[src/shared/sipo_latch_pkg.sv]
package sipo_latch_pkg;

   // Register width and stage positions
   localparam int WIDTH = 8;
   localparam int LAST_STAGE = 7;
   localparam int STAGE_SIX = 6;

   // Values after reset
   localparam logic [7:0] SHIFT_RESET = 8'h00;
   localparam logic [7:0] STORE_RESET = 8'h00;

   // Two-entry buffer depth
   localparam int BUF_DEPTH = 2;

   // Edge events seen on the pin clocks, sampled in the same cycle
   typedef struct packed {
      logic shift_rise;
      logic store_rise;
   } edge_type;

   // Word handed from the shift side to the storage side
   typedef struct packed {
      logic [7:0] data;
   } word_type;

endpackage

[src/verilog/two_entry_buffer.sv]
`timescale 1ns/1ns
// Two-entry FIFO with valid and ready on both sides
module two_entry_buffer #(
   parameter int DW = 8,
   parameter int DEPTH = 2
) (
   // Clock and reset
   input wire logic mclk_i,
   input wire logic rst_n_i,
   // Fill side
   input wire logic in_valid_i,
   output logic in_ready_o,
   input wire logic [DW-1:0] in_data_i,
   // Drain side
   output logic out_valid_o,
   input wire logic out_ready_i,
   output logic [DW-1:0] out_data_o
);
   logic [DW-1:0] mem_reg [DEPTH];
   logic [$clog2(DEPTH)-1:0] wr_ptr_reg;
   logic [$clog2(DEPTH)-1:0] rd_ptr_reg;
   logic [$clog2(DEPTH):0] count_reg;
   wire push = in_valid_i && in_ready_o;
   wire pop = out_valid_o && out_ready_i;

   // Honest full and empty straight from the count
   assign in_ready_o = (count_reg != DEPTH[$clog2(DEPTH):0]);
   assign out_valid_o = (count_reg != '0);
   assign out_data_o = mem_reg[rd_ptr_reg];

   // Pointers wrap at depth, which is a power of two here
   always_ff @(posedge mclk_i or negedge rst_n_i) begin
      if (!rst_n_i) begin
         wr_ptr_reg <= '0;
         rd_ptr_reg <= '0;
         count_reg <= '0;
      end else begin
         if (push) wr_ptr_reg <= wr_ptr_reg + 1'b1;
         if (pop) rd_ptr_reg <= rd_ptr_reg + 1'b1;
         count_reg <= count_reg + {{$clog2(DEPTH){1'b0}}, push} - {{$clog2(DEPTH){1'b0}}, pop};
      end
   end

   // Storage has no reset; only written entries are read
   always_ff @(posedge mclk_i) begin
      if (push) mem_reg[wr_ptr_reg] <= in_data_i;
   end
endmodule // two_entry_buffer

[src/verilog/serial_in_parallel_out_latch.sv]
`timescale 1ns/1ns
// Contract
// - 8-bit shift register feeding 8-bit storage
// - Separate shift and storage clocks
// - Low master clear zeroes shift stages
// - Shift clock rise advances, serial in enters
// - Storage clock rise copies stages to outputs
// - Tied clocks: storage lags by one pulse
// - Parallel outputs driven when enable low, else off
// - Output enable never touches register contents
// - During clear serial out low, storage kept
// - Storage edge during clear loads zeros
// - Stage 0 takes input, others shift
// - Storage-only edge leaves serial out alone
// - Coincident edges transfer pre-shift contents
// - Last stage drives serial out
module serial_in_parallel_out_latch #(
   parameter int WIDTH = sipo_latch_pkg::WIDTH
) (
   // System clock and reset
   input wire logic mclk_i,
   input wire logic rst_n_i,
   // Pins from the host, asynchronous to mclk_i
   input wire logic serial_in_i,
   input wire logic shift_clock_i,
   input wire logic storage_clock_i,
   input wire logic master_clear_n_i,
   input wire logic output_enable_n_i,
   // Pins to the host
   output logic serial_out_o,
   output logic [WIDTH-1:0] parallel_outputs_o,
   output logic [WIDTH-1:0] parallel_outputs_oe_o
);
   // Two-flop synchronisers for every pin input
   logic [4:0] sync1_reg;
   logic [4:0] sync2_reg;
   logic shift_clk_d_reg;
   logic store_clk_d_reg;
   logic [WIDTH-1:0] shift_reg;
   logic [WIDTH-1:0] shift_next;
   logic [WIDTH-1:0] store_reg;
   logic serial_out_reg;
   logic [WIDTH-1:0] oe_reg;
   sipo_latch_pkg::edge_type edges;
   sipo_latch_pkg::word_type word_in;
   sipo_latch_pkg::word_type word_out;
   logic buf_out_valid;
   logic [WIDTH-1:0] buf_out_data;

   // Clear and enable bits reset to their idle high level, so that
   // the parallel outputs are not driven and no clear is seen before the sync fills
   always_ff @(posedge mclk_i or negedge rst_n_i) begin
      if (!rst_n_i) begin
         sync1_reg <= 5'h18;
         sync2_reg <= 5'h18;
      end else begin
         sync1_reg <= {output_enable_n_i, master_clear_n_i, storage_clock_i,
                       shift_clock_i, serial_in_i};
         sync2_reg <= sync1_reg;
      end
   end

   // Named views of the synchronised pins
   wire din_s = sync2_reg[0];
   wire shclk_s = sync2_reg[1];
   wire stclk_s = sync2_reg[2];
   wire clear_n_s = sync2_reg[3];
   wire oe_n_s = sync2_reg[4];

   // Rising-edge detection on the sampled pin clocks
   always_ff @(posedge mclk_i or negedge rst_n_i) begin
      if (!rst_n_i) begin
         shift_clk_d_reg <= 1'b0;
         store_clk_d_reg <= 1'b0;
      end else begin
         shift_clk_d_reg <= shclk_s;
         store_clk_d_reg <= stclk_s;
      end
   end
   assign edges.shift_rise = shclk_s && !shift_clk_d_reg;
   assign edges.store_rise = stclk_s && !store_clk_d_reg;

   // Next shift contents: stage 0 takes input, rest move up
   assign shift_next = {shift_reg[WIDTH-2:0], din_s};

   // Shift register; clear holds it at zero while low. Clear is
   // sampled, so it acts a few mclk cycles after the pin falls.
   // A storage edge alone never moves the stages; the buffer never
   // fills because its drain side is always ready.
   always_ff @(posedge mclk_i or negedge rst_n_i) begin
      if (!rst_n_i) begin
         shift_reg <= sipo_latch_pkg::SHIFT_RESET;
      end else if (!clear_n_s) begin
         shift_reg <= sipo_latch_pkg::SHIFT_RESET;
      end else if (edges.shift_rise) begin
         shift_reg <= shift_next;
      end
   end

   // Word snapshot goes into the buffer; taking shift_reg before the
   // update gives pre-shift contents on coincident edges
   assign word_in.data = clear_n_s ? shift_reg : sipo_latch_pkg::SHIFT_RESET;

   two_entry_buffer #(
      .DW(WIDTH),
      .DEPTH(sipo_latch_pkg::BUF_DEPTH)
   ) u_buf (
      .mclk_i(mclk_i),
      .rst_n_i(rst_n_i),
      .in_valid_i(edges.store_rise),
      .in_ready_o(),
      .in_data_i(word_in.data),
      .out_valid_o(buf_out_valid),
      .out_ready_i(1'b1),
      .out_data_o(buf_out_data)
   );
   assign word_out.data = buf_out_data;

   // Storage register: changes only on a buffered transfer, never on
   // clear or output enable activity
   always_ff @(posedge mclk_i or negedge rst_n_i) begin
      if (!rst_n_i) begin
         store_reg <= sipo_latch_pkg::STORE_RESET;
      end else if (buf_out_valid) begin
         store_reg <= word_out.data;
      end
   end

   // Serial out: last stage, forced low during clear
   always_ff @(posedge mclk_i or negedge rst_n_i) begin
      if (!rst_n_i) begin
         serial_out_reg <= 1'b0;
      end else begin
         serial_out_reg <= clear_n_s ? shift_reg[sipo_latch_pkg::LAST_STAGE] : 1'b0;
      end
   end

   // Output enables; only the drivers change, registers do not
   always_ff @(posedge mclk_i or negedge rst_n_i) begin
      if (!rst_n_i) begin
         oe_reg <= '0;
      end else begin
         oe_reg <= {WIDTH{!oe_n_s}};
      end
   end

   assign serial_out_o = serial_out_reg;
   assign parallel_outputs_o = store_reg;
   assign parallel_outputs_oe_o = oe_reg;
endmodule // serial_in_parallel_out_latch

[config.mk]
export PLATFORM = sky130hd
export DESIGN_NAME = serial_in_parallel_out_latch
export DESIGN_NICKNAME = d
export VERILOG_FILES = /design/src/shared/sipo_latch_pkg.sv /design/src/verilog/two_entry_buffer.sv /design/src/verilog/serial_in_parallel_out_latch.sv
export SDC_FILE = /design/constraint.sdc
export NUM_CORES = 1
export LEC_CHECK = 0
export BUFFER_PORTS_ARGS = -buffer_cell sky130_fd_sc_hd__buf_2
export CELL_PAD_IN_SITES_DETAIL_PLACEMENT = 1
export CELL_PAD_IN_SITES_GLOBAL_PLACEMENT = 1
export CORE_MARGIN = 4
export CORE_UTILIZATION = 40
export DETAILED_ROUTE_END_ITERATION = 12
export GPL_TIMING_DRIVEN = 0
export MAX_ROUTING_LAYER = met4
export PLACE_DENSITY_LB_ADDON = 0.05
export SETUP_SLACK_MARGIN = 0.05
export SLEW_MARGIN = 20
export SYNTH_ARGS = -nofsm -noshare
export SYNTH_HDL_FRONTEND = slang
export SYNTH_SLANG_ARGS = --single-unit
[constraint.sdc]
create_clock -name mclk_i -period 4.1 [get_ports mclk_i]
set_input_delay 0.205 -clock mclk_i [delete_from_list [all_inputs] [get_ports mclk_i]]
set_output_delay 0.205 -clock mclk_i [all_outputs]
set_load 0.03 [all_outputs]
* Word level (Yosys, flattened, before mapping)
Memory sizes are Yosys's and may differ from the RTL's. A register that Yosys moved wholly into a read port is not among the register bits. Cells that the tools add are included.
Storage, ports and cells: flip-flop bits (word level) 26, RAM bits 16, word-level logic and storage cells 31, memories 1
Operators by class: $add $sub $neg 4, eq/ne operators 2, reduce and logical (&&, ||, !) cells 8, mux-type cells 6
Memory list:
- u_buf.mem_reg | depth 2, bits a word 8, rd ports 1, clocked after memory_dff 1, write ports 1, RTL line two_entry_buffer.sv:19 | logic [DW-1:0] mem_reg [DEPTH];
Operators by type and width (number):
- two-way mux 8 bit | 3
- logical NOT 1 bit | 4
- logical AND 1 bit | 3
- two-way mux 1 bit | 3
- adder 1 bit (second input constant) | 2
- adder 2 x 1 -> 2 bit | 1
- inequality test 2 x 1 -> 1 bit (second input constant) | 1
- inequality test 2 bit (second input constant) | 1
- nonzero test 2 bit | 1
- subtractor 2 x 1 -> 2 bit | 1

* Logic depth before layout (Yosys ltp)
depth after elaboration 5, gate-level depth with buffers 5, depth with buffers taken out 3

* Modules after synthesis
Synthesis repeated with hierarchy kept, for this count alone.
Second synthesis, totals: cell total of the unflattened synthesis 124, area, all modules 1936.9 um^2
By module, submodules not included:
- serial_in_parallel_out_latch | area each 1127.3 um^2, times used 1, sequential area each 755.7 um^2, cells each 77
- two_entry_buffer | area each 809.5 um^2, times used 1, sequential area each 580.6 um^2, cells each 47

* Worst setup path before layout
No wires, ideal clock.
path type register to register, start reg u_buf.count_reg[1], end mem u_buf.mem_reg[1][0] (enable), stages on the path, launching flop included 4, period minus slack after synthesis 1318 ps, arrival time 947 ps, setup slack 2782 ps, path through dfrtp_1 nand2b_1 nand3b_1 nor2_1
On the way: cells in the longest elaborated chain, start to end 4
Ends and longest elaborated chain:
- from (decl) | RTL line two_entry_buffer.sv:22 | logic [$clog2(DEPTH):0] count_reg;
- from (signal assigned) | RTL line two_entry_buffer.sv:40 | count_reg <= count_reg + {{$clog2(DEPTH){1'b0}}, push} - {{$clog2(DEPTH){1'b0}}, pop};
- inequality test 2 bit | RTL line two_entry_buffer.sv:27 | assign in_ready_o = (count_reg != DEPTH[$clog2(DEPTH):0]);
- logical AND 1 bit | RTL line two_entry_buffer.sv:23 | wire push = in_valid_i && in_ready_o;
- two-way mux 1 bit | RTL line two_entry_buffer.sv:46 | if (push) mem_reg[wr_ptr_reg] <= in_data_i;
- two-way mux 1 bit (not written as such) | RTL line two_entry_buffer.sv:46
- to (decl) | RTL line two_entry_buffer.sv:19
No other way between the ends.

* Final worst setup path
start reg u_buf.count_reg[1], end mem u_buf.mem_reg[1][6] (enable)
The elaborated chain is that of the path after synthesis.

==> results.sh <==
export IMPL_outcome="finished, final reports clean"
export IMPL_synthesis_instances=133
export IMPL_core_um2=4440
export IMPL_kind_of_start_point_of_the_critical_path="flip-flop"
export IMPL_die_h_um=76.4
export IMPL_reg2reg_from="u_buf.count_reg[1]"
export IMPL_leakage_uw=0.000944
export IMPL_setup_viol_count_final=0
export IMPL_hold_buffers=4
export IMPL_dp_hpwl_um=2060
export IMPL_finalWorstPathRequiredPeriod_ns=1.51
export IMPL_route_antenna_remaining_nets=0
export IMPL_die_width_um=76.4
export IMPL_startpoint_of_the_tightest_hold_check_path="serial_in_i"
export IMPL_synth_nets=140
export IMPL_power_share_clock_pct=24.6
export IMPL_power_switching_fraction_pct=29.0
export IMPL_grt_util_all_layers_pct=11.6
export IMPL_worst_setup_path_type="flip-flop to flip-flop"
export IMPL_final_design_area_no_fill_um2=2180
export IMPL_globalRoute_totalOverflow=0
export IMPL_area_delta_synth_final_pct=16.9
export IMPL_grt_pass1_wl_um=5150
export IMPL_post_drt_wl_per_cell_um=12.9
export IMPL_dpl_cell_area_um2=2050
export IMPL_grt_setup_unrepaired="no"
export IMPL_cts_root_buf="clkbuf_8"
export IMPL_layout_area_seq_um2=1340
export IMPL_power_density_nw_per_um2=498
export IMPL_routed_wl_met2_um=1420
export IMPL_postCtsSetupBuffers=0
export IMPL_clock_latency_ns=0.30
export IMPL_timing_hold_worst_path_depth=1
export IMPL_yosys_register_bits=50
export IMPL_row_count=24
export IMPL_detail_route_vias_per_cell=4.70
export IMPL_regToRegSetupSlack_ns=2.59
export IMPL_detailed_route_via_count=1038
export IMPL_place_port_buffers=23
export IMPL_worst_slew_pin_slew_ns=0.738
export IMPL_timing_critical_path_arrival_ns=1.45
export IMPL_timing_critical_path_required_ns=4.04
export IMPL_internal_dissipation_uw=773
export IMPL_drt_pre_antenna_iters=4
export IMPL_sequentialPowerShare_pct=55.0
export IMPL_final_nets=175
export IMPL_drt_iter0_markers=24
export IMPL_clk_pin_slew_ns=0.08
export IMPL_layout_cells_most_common="dfrtp_1"
export IMPL_cts_inserted_buffers=5
export IMPL_grt_antenna_before_repair=0
export IMPL_min_to="sync1_reg[0]"
export IMPL_cap_violations=0
export IMPL_final_min_period_over_clock_period_pct=36.9
export IMPL_fin_hold_ws_ns=0.0163
export IMPL_irDropWorstVdd_uv=253
export IMPL_worstSetupEndpointType="flip-flop"
export IMPL_max_freq_mhz=661
export IMPL_grt_max_degree=35
export IMPL_final_cell_mix="dfrtp_1 (30), buf_2 (26), nand2_1 (16), edfxtp_1 (16), and2_1 (9)"
export IMPL_post_cts_resized_instances=0
export IMPL_netlist_area_um2=1870
export IMPL_route_detailed_drc=0
export IMPL_hold_path_class="input pin to flip-flop"
export IMPL_syn_avg_cell_area_um2=14.1
export IMPL_routed_top_layer="met4"
export IMPL_fin_skew_ns=0.0109
export IMPL_proportion_of_synthesized_chip_area_in_sequential_cells_pct=71.5
export IMPL_die_area_um2=5830
export IMPL_combinationalPowerShare_pct=20.4
export IMPL_fillerInstances=471
export IMPL_cts_htree_levels=2
export IMPL_ioPinCount=24
export IMPL_finalHoldViolCount=0
export IMPL_drive_gt1_share_pct=33.1
export IMPL_placer_congestion_estimate=0.677
export IMPL_route_met3_wl_um=204
export IMPL_multi_input_area_um2=424
export IMPL_reg2regPathDepth=3
export IMPL_first_global_vias=1125
export IMPL_totalWireLength_um=2840
export IMPL_start_util_pct=42.1
export IMPL_cp_max_fo=8
export IMPL_routedLengthMet1_um=1170
export IMPL_finalMaxSlewViolations=0
export IMPL_reg_to_reg_end="u_buf.mem_reg[1][6]"
export IMPL_clock_sinks=50
export IMPL_ys_top_cells_by_area="dfrtp_1 (40%), edfxtp_1 (26%), dfstp_2 (5.6%), mux2i_1 (4.3%), a21oi_2 (3.7%)"
export IMPL_clock_tree_from_tritoncts="built"
export IMPL_largest_register_ffs=16
export IMPL_ys_warns=0
export IMPL_clk_buf_depth=2
export IMPL_synth_top_area_share_pct=40.2
export IMPL_tns_ns=0
export IMPL_max_slew_margin_rel_pct=50.8
export IMPL_insertedDiodeCount=0
export IMPL_synth_area_leader_cell="dfrtp_1"
export IMPL_yosysUniqueCellTypes=23
export IMPL_switching_power_uw=316
==> worst max-delay path by stage <==
| stage | to | slack (ns) | startpoint |
|---|---|---|---|
| floorplan | u_buf.mem_reg[1][0] | 2.78 | u_buf.count_reg[1] |
| global placement | u_buf.mem_reg[0][2] | 2.59 | u_buf.count_reg[1] |
| detailed placement | u_buf.mem_reg[1][2] | 2.55 | u_buf.count_reg[1] |
| CTS | u_buf.mem_reg[1][6] | 2.54 | u_buf.count_reg[1] |
| global route | u_buf.mem_reg[0][2] | 2.43 | u_buf.count_reg[1] |
| finish | u_buf.mem_reg[1][6] | 2.59 | u_buf.count_reg[1] |
==> per-stage QoR <==
stage / setup WS [ns] / utilization (%) / instances / power (uW)
3_5_place_dp: 2.55 / 46.1 / 208 / 835
6_report: 2.59 / 49.2 / 221 / 1090
2_1_floorplan: 2.78 / - / 133 / 773
4_1_cts: 2.54 / 48.9 / 220 / 1110
5_1_grt: 2.43 / 49.2 / 221 / 1150
3_3_place_gp: 2.59 / 46.1 / 208 / 825
==> power groups by stage <==
stage	logic (uW)	registers, uW	clock network [uW]
final	222	599	267
after detailed placement	224	610	0
after floorplan	122	651	0
after global routing	243	606	305
after global placement	219	605	0
after CTS	227	600	283
==> logic make-up after synthesis <==
family,Yosys count,synth area share [%]
AOI/OAI and AO/OA,17,7.23
xor gates and xnor gates,2,0.937
buffers and inverters,16,5.82
DFF,50,71.5
muxes,8,4.28
and+or+nand+nor,40,10.2
==> critical path, cell delays in order, from the launching register on <==
cell,delay (ns)
dfrtp_1,0.39
nand2b_1,0.09
nand3b_1,0.14
nor2_1,0.54
==> cell usage after synthesis (all sizes together) <==
cell / count
nor2: 10
edfxtp: 16
nand3b: 1
a21boi: 8
o21ai: 1
nor2b: 1
clkbuf: 1
nand2: 16
and2: 9
or2: 1
dfstp: 4
inv: 3
xor2: 1
mux2i: 8
buf: 12
a21oi: 8
dfrtp: 30
nand2b: 2
xnor2: 1
==> final cells by class <==
| class | count | area share, % |
|---|---|---|
| Clock inverter | 3 | 0.745 |
| Timing Repair Buffer | 28 | 7.56 |
| Sequential cell | 50 | 61.2 |
| Buffer | 13 | 4.47 |
| Tap cell | 52 | 2.98 |
| Clock buffer | 5 | 3.15 |
| Inverter | 3 | 0.515 |
| Multi-Input combinational cell | 67 | 19.4 |
==> layer usage <==
metal / track usage [%] / up-vias
met4: 5.43 / 0
li1: - / 496
met3: 5.20 / 5
met5: - / -
met1: 12.6 / 508
met2: 18.2 / 29
Power figures use the tool's default switching activity.
